**src/tcc_map.vh**
```
`ifndef TCC_MAP_VH
`define TCC_MAP_VH

// Register offsets on the plain register port (word addresses).
`define TCC_ADDR_W        5
`define TCC_ADDR_CTRL     5'h00
`define TCC_ADDR_EVCTRL   5'h01
`define TCC_ADDR_FLAGS    5'h02
`define TCC_ADDR_BVSTAT   5'h03
`define TCC_ADDR_CNT      5'h04
`define TCC_ADDR_PER      5'h05
`define TCC_ADDR_PERIOD_SHADOW   5'h06
`define TCC_ADDR_CC0      5'h08
`define TCC_ADDR_CCBUF0   5'h0C

// Control register fields.
`define TCC_CTRL_CLOCK_SOURCE_SELECT_LSB 0
`define TCC_CTRL_CLOCK_SOURCE_SELECT_MSB 3
`define TCC_CTRL_DIR        4
`define TCC_CTRL_TOPCCA     5
`define TCC_CTRL_UPDTOP     6
`define TCC_CTRL_CAPMODE    7
`define TCC_CTRL_CCEN_LSB   8
`define TCC_CTRL_CCEN_MSB   11
`define TCC_CTRL_SPLIT      12
`define TCC_CTRL_RESET      16'h0000

// Event control register fields.
`define TCC_EV_SEL_LSB    0
`define TCC_EV_SEL_MSB    2
`define TCC_EV_ACT_LSB    4
`define TCC_EV_ACT_MSB    6
`define TCC_EVCTRL_RESET  16'h0000

// Event actions.
`define TCC_ACT_OFF       3'h0
`define TCC_ACT_CAPT      3'h1
`define TCC_ACT_FRQ       3'h2
`define TCC_ACT_UPDN      3'h3
`define TCC_ACT_QUADRATURE_DECODER      3'h4

// Clock source select codes.
`define TCC_CLK_OFF       4'h0
`define TCC_CLK_EV_BASE   4'h8

// Status flag positions.
`define TCC_FLAG_OVF      0
`define TCC_FLAG_ERR      1
`define TCC_FLAG_BOTTOM   2
`define TCC_FLAG_MAX      3
`define TCC_FLAG_CC_LSB   4

// Period reset value: all ones.
`define TCC_PER_RESET     16'hFFFF

`endif

```
**src/tcc_core.v**
```verilog
// Added by the designer: strobed register access and the address map.
`timescale 1ns/1ns
`include "tcc_map.vh"

module tcc_core #(
   parameter VARIANT = 0,
   parameter NEV     = 8
)(
   // Clock and reset
   input  wire        ref_clk_i,
   input  wire        resetn_i,
   // Register port
   input  wire [4:0]  addr_i,
   input  wire [15:0] wdata_i,
   input  wire        wr_i,
   input  wire        rd_i,
   output reg  [15:0] rdata_o,
   // Shared prescaler taps and event channels
   input  wire [6:0]  pres_i,
   input  wire [7:0]  ev_i,
   // Requests and events
   output reg  [7:0]  flags_o,
   output reg  [3:0]  dma_req_o,
   output reg         ovf_evt_o,
   output reg  [3:0]  cc_evt_o
);

   localparam CH = (VARIANT == 0) ? 4 : 2;

   reg  [15:0] ctrl;
   reg  [15:0] evctrl;
   reg  [7:0]  flags;
   reg  [15:0] cnt;
   reg  [15:0] per;
   reg  [15:0] period_shadow;
   reg         per_bv;
   reg  [15:0] cc     [0:3];
   reg  [15:0] ccbuf  [0:3];
   reg  [3:0]  bv;

   wire [3:0]  clock_source_select  = ctrl[`TCC_CTRL_CLOCK_SOURCE_SELECT_MSB:`TCC_CTRL_CLOCK_SOURCE_SELECT_LSB];
   wire        capmode = ctrl[`TCC_CTRL_CAPMODE];
   wire [3:0]  ccen    = ctrl[`TCC_CTRL_CCEN_MSB:`TCC_CTRL_CCEN_LSB];
   wire        split   = (VARIANT == 0) && ctrl[`TCC_CTRL_SPLIT];
   wire [2:0]  event_input_select   = evctrl[`TCC_EV_SEL_MSB:`TCC_EV_SEL_LSB];
   wire [2:0]  event_action_select   = evctrl[`TCC_EV_ACT_MSB:`TCC_EV_ACT_LSB];

   reg         tick;
   reg  [15:0] top;
   reg         down;
   reg         at_top;
   reg         at_bot;
   reg         wrap;
   reg         update;
   reg         restart;
   reg  [15:0] next_cnt;
   reg  [7:0]  next_flags;
   reg  [7:0]  flag_set;
   reg  [7:0]  flag_clr;
   reg  [3:0]  cap_ev;
   reg  [3:0]  cap_do;
   reg  [3:0]  cap_ovf;
   reg  [3:0]  xfer;
   reg  [3:0]  match;
   reg  [3:0]  rd_cc;
   reg  [2:0]  idx;
   reg  [15:0] next_rdata;
   reg  [7:0]  lo;
   reg  [7:0]  hi;
   integer     k;
   integer     kc;
   integer     kr;

   wire cnt_wr = wr_i && (addr_i == `TCC_ADDR_CNT);

   // Counter clock, direction and TOP/BOTTOM detection.
   always @*
   begin
      if (clock_source_select == `TCC_CLK_OFF)
         tick = 1'b0;
      else if (clock_source_select < `TCC_CLK_EV_BASE)
         tick = pres_i[clock_source_select[2:0] - 3'h1];
      else
         tick = ev_i[clock_source_select[2:0]];
      top = ctrl[`TCC_CTRL_TOPCCA] ? cc[0] : per;
      if (event_action_select == `TCC_ACT_UPDN)
         down = ev_i[event_input_select];
      else if (event_action_select == `TCC_ACT_QUADRATURE_DECODER)
         down = ev_i[event_input_select + 3'h1];
      else
         down = ctrl[`TCC_CTRL_DIR];
      at_top  = (cnt == top);
      at_bot  = (cnt == 16'h0000);
      wrap    = tick && (down ? at_bot : at_top);
      update  = tick && (ctrl[`TCC_CTRL_UPDTOP] ? at_top : at_bot);
      restart = capmode && (event_action_select == `TCC_ACT_FRQ) && ccen[0] && ev_i[event_input_select];
      lo = cnt[7:0];
      hi = cnt[15:8];
      if (split)
      begin
         lo = (cnt[7:0] == 8'h00) ? per[7:0] : cnt[7:0] - 8'h01;
         hi = (cnt[15:8] == 8'h00) ? per[15:8] : cnt[15:8] - 8'h01;
      end
      next_cnt = cnt;
      if (cnt_wr)
         next_cnt = wdata_i;
      else if (restart)
         next_cnt = 16'h0000;
      else if (tick && split)
         next_cnt = {hi, lo};
      else if (tick)
      begin
         if (down)
            next_cnt = at_bot ? per : cnt - 16'h0001;
         else
            next_cnt = at_top ? 16'h0000 : cnt + 16'h0001;
      end
   end

   // Channel capture, queue transfer and compare match.
   always @*
   begin
      cap_ev  = 4'h0;
      cap_do  = 4'h0;
      cap_ovf = 4'h0;
      xfer    = 4'h0;
      match   = 4'h0;
      rd_cc   = 4'h0;
      idx     = 3'h0;
      for (kc = 0; kc < CH; kc = kc + 1)
      begin
         idx      = event_input_select + kc[2:0];
         cap_ev[kc] = ev_i[idx];
         rd_cc[kc] = rd_i && (addr_i == `TCC_ADDR_CC0 + kc[4:0]);
         cap_do[kc] = capmode && ccen[kc] && cap_ev[kc] &&
                      ((event_action_select == `TCC_ACT_CAPT) || (event_action_select == `TCC_ACT_FRQ));
         cap_ovf[kc] = cap_do[kc] && bv[kc] && flags[`TCC_FLAG_CC_LSB + kc] && !rd_cc[kc];
         xfer[kc] = capmode && bv[kc] && (!flags[`TCC_FLAG_CC_LSB + kc] || rd_cc[kc]);
         if (split)
            match[kc] = !capmode && tick &&
                        ((cnt[7:0] == cc[kc][7:0]) || (cnt[15:8] == cc[kc][15:8]));
         else
            match[kc] = !capmode && tick && (cnt == cc[kc]);
      end
   end

   // Flag set and clear; a set in the clearing cycle wins.
   always @*
   begin
      flag_set = 8'h00;
      flag_set[`TCC_FLAG_OVF]    = wrap;
      flag_set[`TCC_FLAG_ERR]    = |cap_ovf;
      flag_set[`TCC_FLAG_BOTTOM] = (next_cnt == 16'h0000) && (cnt != 16'h0000);
      flag_set[`TCC_FLAG_MAX]    = (next_cnt == 16'hFFFF) && (cnt != 16'hFFFF);
      flag_set[7:4] = match | xfer;
      flag_clr = 8'h00;
      if (wr_i && (addr_i == `TCC_ADDR_FLAGS))
         flag_clr = wdata_i[7:0];
      if (capmode)
         flag_clr[7:4] = flag_clr[7:4] | rd_cc;
      next_flags = (flags & ~flag_clr) | flag_set;
   end

   // Register readback.
   always @*
   begin
      next_rdata = 16'h0000;
      case (addr_i)
         `TCC_ADDR_CTRL   : next_rdata = ctrl;
         `TCC_ADDR_EVCTRL : next_rdata = evctrl;
         `TCC_ADDR_FLAGS  : next_rdata = {8'h00, flags};
         `TCC_ADDR_BVSTAT : next_rdata = {11'h000, bv, per_bv};
         `TCC_ADDR_CNT    : next_rdata = cnt;
         `TCC_ADDR_PER    : next_rdata = per;
         `TCC_ADDR_PERIOD_SHADOW : next_rdata = period_shadow;
         default          : next_rdata = 16'h0000;
      endcase
      for (kr = 0; kr < CH; kr = kr + 1)
      begin
         if (addr_i == `TCC_ADDR_CC0 + kr[4:0])
            next_rdata = cc[kr];
         if (addr_i == `TCC_ADDR_CCBUF0 + kr[4:0])
            next_rdata = ccbuf[kr];
      end
   end

   always @(posedge ref_clk_i)
   begin
      if (!resetn_i)
      begin
         ctrl      <= `TCC_CTRL_RESET;
         evctrl    <= `TCC_EVCTRL_RESET;
         flags     <= 8'h00;
         cnt       <= 16'h0000;
         per       <= `TCC_PER_RESET;
         period_shadow    <= 16'h0000;
         per_bv    <= 1'b0;
         bv        <= 4'h0;
         rdata_o   <= 16'h0000;
         flags_o   <= 8'h00;
         dma_req_o <= 4'h0;
         ovf_evt_o <= 1'b0;
         cc_evt_o  <= 4'h0;
         for (k = 0; k < 4; k = k + 1)
         begin
            cc[k]    <= 16'h0000;
            ccbuf[k] <= 16'h0000;
         end
      end
      else
      begin
         if (wr_i && (addr_i == `TCC_ADDR_CTRL))
            ctrl <= wdata_i;
         if (wr_i && (addr_i == `TCC_ADDR_EVCTRL))
            evctrl <= wdata_i;
         cnt   <= next_cnt;
         flags <= next_flags;
         // Period double buffering.
         if (wr_i && (addr_i == `TCC_ADDR_PER))
            per <= wdata_i;
         else if (update && per_bv)
            per <= period_shadow;
         if (wr_i && (addr_i == `TCC_ADDR_PERIOD_SHADOW))
         begin
            period_shadow <= wdata_i;
            per_bv <= 1'b1;
         end
         else if (update)
            per_bv <= 1'b0;
         for (k = 0; k < CH; k = k + 1)
         begin
            if (wr_i && (addr_i == `TCC_ADDR_CC0 + k[4:0]))
               cc[k] <= wdata_i;
            else if (xfer[k])
               cc[k] <= ccbuf[k];
            else if (!capmode && update && bv[k])
               cc[k] <= ccbuf[k];
            if (wr_i && (addr_i == `TCC_ADDR_CCBUF0 + k[4:0]))
               ccbuf[k] <= wdata_i;
            else if (cap_do[k] && !cap_ovf[k])
               ccbuf[k] <= cnt;
            if ((wr_i && (addr_i == `TCC_ADDR_CCBUF0 + k[4:0])) || (cap_do[k] && !cap_ovf[k]))
               bv[k] <= 1'b1;
            else if (xfer[k] || (!capmode && update))
               bv[k] <= 1'b0;
         end
         rdata_o   <= rd_i ? next_rdata : 16'h0000;
         flags_o   <= next_flags;
         dma_req_o <= next_flags[7:4];
         ovf_evt_o <= wrap;
         cc_evt_o  <= match | xfer;
      end
   end

endmodule

```
**config.mk**
```make
export PLATFORM = sky130hd
export DESIGN_NAME = tcc_core
export DESIGN_NICKNAME = d
export VERILOG_FILES = /design/src/tcc_core.v
export VERILOG_INCLUDE_DIRS = /design/src
export SDC_FILE = /design/constraint.sdc
export NUM_CORES = 1
export LEC_CHECK = 0
export BUFFER_PORTS_ARGS = -buffer_cell sky130_fd_sc_hd__buf_2
export CAP_MARGIN = 20
export CORE_AREA = 5 5 197 199
export DETAILED_ROUTE_END_ITERATION = 7
export DIE_AREA = 0 0 202 204
export SYNTH_ARGS = -nofsm -noshare
export SYNTH_HDL_FRONTEND = slang
export SYNTH_SLANG_ARGS = --single-unit
```
**constraint.sdc**
```tcl
create_clock -name ref_clk_i -period 5.8 [get_ports ref_clk_i]
set_input_delay 0.29 -clock ref_clk_i [delete_from_list [all_inputs] [get_ports ref_clk_i]]
set_output_delay 0.29 -clock ref_clk_i [all_outputs]
set_load 0.03 [all_outputs]
```
==> results of run 1 <==
[per-layer routing]
| metal | GRT usage | vias up |
|---|---|---|
| met1 | 0.375 | 6432 |
| met2 | 0.400 | 893 |
| met5 | 0 | - |
| met3 | 0.0684 | 174 |
| met4 | 0.120 | 0 |
| li1 | - | 5828 |
[worst max-delay path by stage]
stage / end / slack, ns / depth (start not counted)
after floorplan: cc[0][0] / 1.53 / 17
after global placement: cc[1][14] / 1.33 / 12
after detailed placement: cc[1][14] / 1.27 / 12
after CTS: cc[1][5] / 1.25 / 12
after global routing: cc[1][5] / 0.91 / 12
final: cc[1][9] / 1.17 / 12
[stage by stage]
stage / cell area [um^2] / hold WS, ns / instances / total power [mW] / setup WS, ns
after floorplan: 14500 / 0.436 / 1597 / 2.14 / 1.53
after detailed placement: 15200 / 0.451 / 2030 / 2.29 / 1.27
after CTS: 16100 / 0.165 / 2082 / 4.03 / 1.25
after global routing: 16100 / 0.184 / 2083 / 4.15 / 0.912
final: 16100 / 0.183 / 2083 / 4.03 / 1.17
after global placement: 15200 / 0.444 / 2029 / 2.29 / 1.33
[Yosys cell counts, drive strengths merged (6+ instances only)]
| cell | n | area [um^2] |
|---|---|---|
| nand2 | 215 | 807 |
| nor2 | 152 | 573 |
| clkbuf | 129 | 484 |
| edfxtp | 128 | 3840 |
| dfxtp | 114 | 2280 |
| a21oi | 96 | 480 |
| xnor2 | 96 | 841 |
| mux2i | 92 | 921 |
| a22o | 85 | 744 |
| o21ai | 56 | 280 |
| a22oi | 52 | 390 |
| nand3 | 33 | 165 |
| buf | 26 | 143 |
| nand4 | 25 | 156 |
| nor3 | 23 | 115 |
| mux2 | 21 | 236 |
| inv | 18 | 67.6 |
| and2 | 17 | 106 |
| a31oi | 16 | 100 |
| a211oi | 15 | 113 |
| and3 | 14 | 87.6 |
| xor2 | 14 | 123 |
| a221oi | 10 | 87.6 |
| nor4 | 10 | 62.6 |
| ha | 9 | 113 |
| nand2b | 9 | 56.3 |
| a222oi | 8 | 80.1 |
| o221ai | 8 | 70.1 |
| nand3b | 7 | 52.6 |
| a21boi | 6 | 45.0 |
| mux4 | 6 | 135 |
[power breakdown]
group          switching [mW]  internal (mW)  total, mW
clock network           0.753           1.01       1.76
registers              0.0494           1.86       1.91
logic                   0.255          0.107      0.362
total                    1.06           2.97       4.03
[state kept, by name, indices dropped and copies added (netlist names), 4 cells and up]
register       count
ctrl              16
cc                64
flags              4
period_shadow     16
cnt               16
cc_evt_o           4
per               16
ccbuf             64
evctrl            16
dma_req_o          4
rdata_o           16
bv                 4
[cell type report]
class / count / area [um^2]
Fill cell: 3601 / 21000
Multi-Input combinational cell: 1182 / 7710
Sequential cell: 242 / 6130
Clock buffer: 43 / 852
Timing Repair Buffer: 115 / 691
Tap cell: 474 / 593
Inverter: 18 / 67.6
Clock inverter: 9 / 57.6
[kinds of logic (layout without fill, tap and decap cells)]
family / after synthesis / after routing / synth area share
xor+xnor: 110 / 110 / 0.0665
compound gates: 402 / 402 / 0.195
fa+ha+maj: 13 / 13 / 0.0105
flops: 242 / 242 / 0.423
mux: 119 / 119 / 0.0892
simple gates: 538 / 538 / 0.168
buf+inv: 173 / 185 / 0.0479
[critical path: cells and delay by family (launching register included)]
kind                       cells  cell delay, ns
and+or+nand+nor                8            3.38
AOI/OAI and AO/OA              2            0.24
buffers and inverters          1            0.10
adders and majority gates      1            0.22
DFF                            1            0.31
==> flow_summary.ini, run 1 <==
[floorplanning]
core.rowCount = 71
start_util = 0.391
core_um2 = 37000
dieWidth_um = 202
die_h_um = 204
io_pins = 73
dieArea_um2 = 41200

[timing]
rsz0062_at_grt = false
tns_ns = 0
relSlewSlack = 0.226
max_freq_ghz = 0.216
setup_viol = 0
fin_skew_ns = 0.0187
finalCritPeriodShare = 0.799
worstMarginPinSlew_ns = 1.16
slew_viol_final = 0
finalHoldViolCount = 0
period_needed_ns = 4.63

[yosys]
synthesis.nets = 1646
syn_area_um2 = 14500
synth_edf_count = 128
ys_seq_elements = 242
synth-async-reset-ratio = 0
avgSynthCellArea_um2 = 9.08
synth_cell_types = 77
yosys_most_used_dff = edfxtp_1
synth_warnings = 0
ys_seq_area_frac = 0.423
synth_cells = 1597

[grt]
grt_pass1_vias = 12400
grt_first_pass_wirelength_um = 84500
grt_max_degree = 65
antenna_found_initial = 1
overflow = 0
grt_usage = 0.271

[clock_tree]
ctsHoldBuffers = 0
clk-insertion-delay-late_ns = 0.58
htreeDepth = 1
cts_tree = done
cts_max_path_buffers = 3
cts_setup_buffers = 0
cts_resized = 0
numCtsBuffers = 28
cts-root-buf = clkbuf_16
clock_sink_count = 242
clkTransAtPathRegs_ns = 0.06

[critical_path]
crit_path_cell_trace = inv_1 > ha_1 > or4b_1 > or4_1 > or2_0 > nor2_1 > a21oi_1 > nor2_1 > nor2_1 > a21oi_1 > and4_1 > nand3b_1
r2r-end = cc[1][9]
slowest_delay_ns = 0.69
crit_type = flip-flop to flip-flop
crit_slowest_cell = nand3b_1
cp-start-kind = flip-flop
startpoint = cnt[9]
crit_top_cell = nor2_1
cp.arrival_ns = 4.82
cp_max_fo = 17
timing.rr.start = cnt[9]
r2r_cells = 12
reg2reg_slack_ns = 1.17
cp.required_ns = 5.99
end_kind = flip-flop

[route]
drc_errors = 3
drtIter0Drc = 1791
ant_nets = 0
routed_wl_um = 58000
met2_wirelength_um = 24400
routed-via-count = 13300
drt-met1-wl_um = 23500
routed.top_layer = met4
firstDrtPassIters = 8
wl_met3_um = 7140
vias_per_cell = 6.40
drt-wirelength-per-cell_um = 27.9

[placement]
io_buffers = 72
place.gp.congestion = 1.02
hpwl_um = 39800

[final_layout]
drive_gt1_frac = 0.125
final_cell_mix = nand2_1 (215), nor2_1 (151), edfxtp_1 (128)
nNetsFinal = 1636
final_common_cell = nand2_1
diodes = 0
area_growth_pct = 11.0
fin_util = 0.434

[hold_path]
hold_depth = 3
holdPathEnd = evctrl[8]
hp-start = wdata_i[8]
hp-class = input port to flip-flop

[power]
vdd_drop_max_v = 0.000195
leakage_nw = 5.78
power_density_nw_per_um2 = 251

[status]
violations = DRC
status = finished with violations

[flow_run]
max-cap-violations = 0
Note: power is estimated with default switching activity, not from simulation.
==> inputs of run 2 (changes only) <==
- clock period: 5.8 -> 4.2 ns (I/O delays scaled with it)
==> run 2 against run 1 <==
The run now ends clean. Non-clock buffer count increased by 42. Clock power increased by 39%. Cell count increased by 2.1%. Design area increased by 1.9%. Register-to-register slack got worse by 0.83 ns. Sequential power increased by 38%. Total power increased by 39%. Clock skew increased by 0.0093 ns. First-iteration DRC count decreased by 10%. Setup slack got worse by 0.83 ns. Largest power group unchanged.
==> flow_summary.ini, run 2 (synthesis results as in run 1) <==
[timing]
worstMarginPinSlew_ns = 1.10
rsz0062_at_grt = false
max_freq_ghz = 0.259
fin_skew_ns = 0.0280
slew_viol_final = 0
setup_viol = 0
tns_ns = 0
relSlewSlack = 0.261
finalHoldViolCount = 0
period_needed_ns = 3.87
finalCritPeriodShare = 0.921

[critical_path]
r2r-end = flags[3]
cp-start-kind = flip-flop
r2r_cells = 13
cp.arrival_ns = 4.39
reg2reg_slack_ns = 0.33
timing.rr.start = ctrl[0]
cp.required_ns = 4.72
crit_type = flip-flop to flip-flop
end_kind = flip-flop
cp_max_fo = 15

[floorplanning]
io_pins = 73
core_um2 = 37000
die_h_um = 204
dieWidth_um = 202
dieArea_um2 = 41200
core.rowCount = 71
start_util = 0.391

[hold_path]
hold_depth = 3
hp-class = input port to flip-flop
hp-start = rd_i
holdPathEnd = dma_req_o[0]

[route]
ant_nets = 0
drtIter0Drc = 1612
routed-via-count = 13300
vias_per_cell = 6.26
drt-wirelength-per-cell_um = 28.2
routed_wl_um = 60000
firstDrtPassIters = 7
drc_errors = 0

[placement]
io_buffers = 72
place.gp.congestion = 1.03
hpwl_um = 41500

[power]
power_density_nw_per_um2 = 341
pwr-share-comb = 0.092
leakage_nw = 5.99
pwr-share-clk = 0.438
switching_share = 0.266
vdd_drop_max_v = 0.000259
p_int_mw = 4.11
pwr-share-seq = 0.470
p_sw_mw = 1.49
power_mw = 5.60

[final_layout]
final_cell_mix = nand2_1 (215), nor2_1 (151), edfxtp_1 (128)
fillers = 3661
final_common_cell = nand2_1
area_growth_pct = 13.2
drive_gt1_frac = 0.146
reg_top3 = cc (64), ccbuf (64)
nNetsFinal = 1679
fin_util = 0.443

[grt]
grt_first_pass_wirelength_um = 87100
overflow = 0
grt_max_degree = 54
grt_pass1_vias = 12800
grt_usage = 0.281
antenna_found_initial = 1

[clock_tree]
numCtsBuffers = 29
clock_sink_count = 242
cts-root-buf = clkbuf_16
cts_setup_buffers = 0
ctsHoldBuffers = 0
cts_resized = 0
clkTransAtPathRegs_ns = 0.06
clk-insertion-delay-late_ns = 0.60
htreeDepth = 1
cts_tree = done
cts_max_path_buffers = 3

[flow_run]
max-cap-violations = 0

[status]
status = finished, final reports clean
-- run 2: cell count changes in the layout (fill, tap and decap cells not counted), sizes merged --
cell | before | now
buf | 115 | 157
clkbuf | 43 | 44
clkinv | 6 | 8
clkinvlp | 2 | 0
diode | 0 | 1
-- run 2: final cells by class --
cell class                 instances  area, um^2  area share
inverter                          18        67.6     0.00412
sequential                       242        6130       0.373
clock buffer                      44         842      0.0513
timing repair buffer             157        1000      0.0611
multi-input combinational       1182        7710       0.470
tap                              474         593      0.0362
antenna                            1        2.50    0.000153
clock inverter                     9        63.8     0.00389
-- run 2: worst max-delay path, stage by stage, from the launching register on --
cell and delay, ns:
dfxtp_1 0.55, inv_1 0.14, ha_1 0.35, mux4_2 0.29, nor2_1 0.10, a2111o_1 0.13, and2_0 0.41, nor2_1 0.08
buf_4 0.21, o221a_1 0.13, o31a_1 0.28, or3b_1 0.36, or4_1 0.51, o31ai_1 0.23
-- run 2: how the worst max path moves through the flow --
stage	start	end	slack [ns]	depth (start not counted)
after global placement	ctrl[0]	flags[3]	0.41	13
after floorplan	cnt[8]	cc[0][0]	0.01	17
after detailed placement	ctrl[0]	flags[3]	0.35	13
after CTS	ctrl[0]	flags[3]	0.34	13
after global routing	ctrl[0]	flags[3]	0.15	13
final	ctrl[0]	flags[3]	0.33	13
-- run 2: per-layer routing --
metal / global-route usage / share of wire / vias up
li1: - / - / 5919
met4: 0.134 / 0.057 / 0
met3: 0.0530 / 0.10 / 160
met5: 0 / 0 / -
met2: 0.424 / 0.43 / 775
met1: 0.390 / 0.41 / 6465
-- run 2: metrics by stage --
| step | setup WS [ns] | hold slack, ns | cell area [um^2] | cells |
|---|---|---|---|---|
| final | 0.334 | 0.0761 | 16400 | 2127 |
| after global routing | 0.145 | 0.0912 | 16400 | 2126 |
| after CTS | 0.336 | 0.0633 | 16400 | 2125 |
| after detailed placement | 0.353 | 0.452 | 15500 | 2072 |
| after global placement | 0.412 | 0.444 | 15500 | 2072 |
| after floorplan | 0.0145 | 0.374 | 14500 | 1597 |
-- run 2: power groups by stage --
stage | registers, mW | logic, mW | clock network, mW
2_1_floorplan | 2.66 | 0.299 | 0
3_3_place_gp | 2.67 | 0.501 | 0
3_5_place_dp | 2.68 | 0.502 | 0
4_1_cts | 2.63 | 0.504 | 2.47
5_1_grt | 2.64 | 0.546 | 2.57
6_report | 2.63 | 0.518 | 2.45
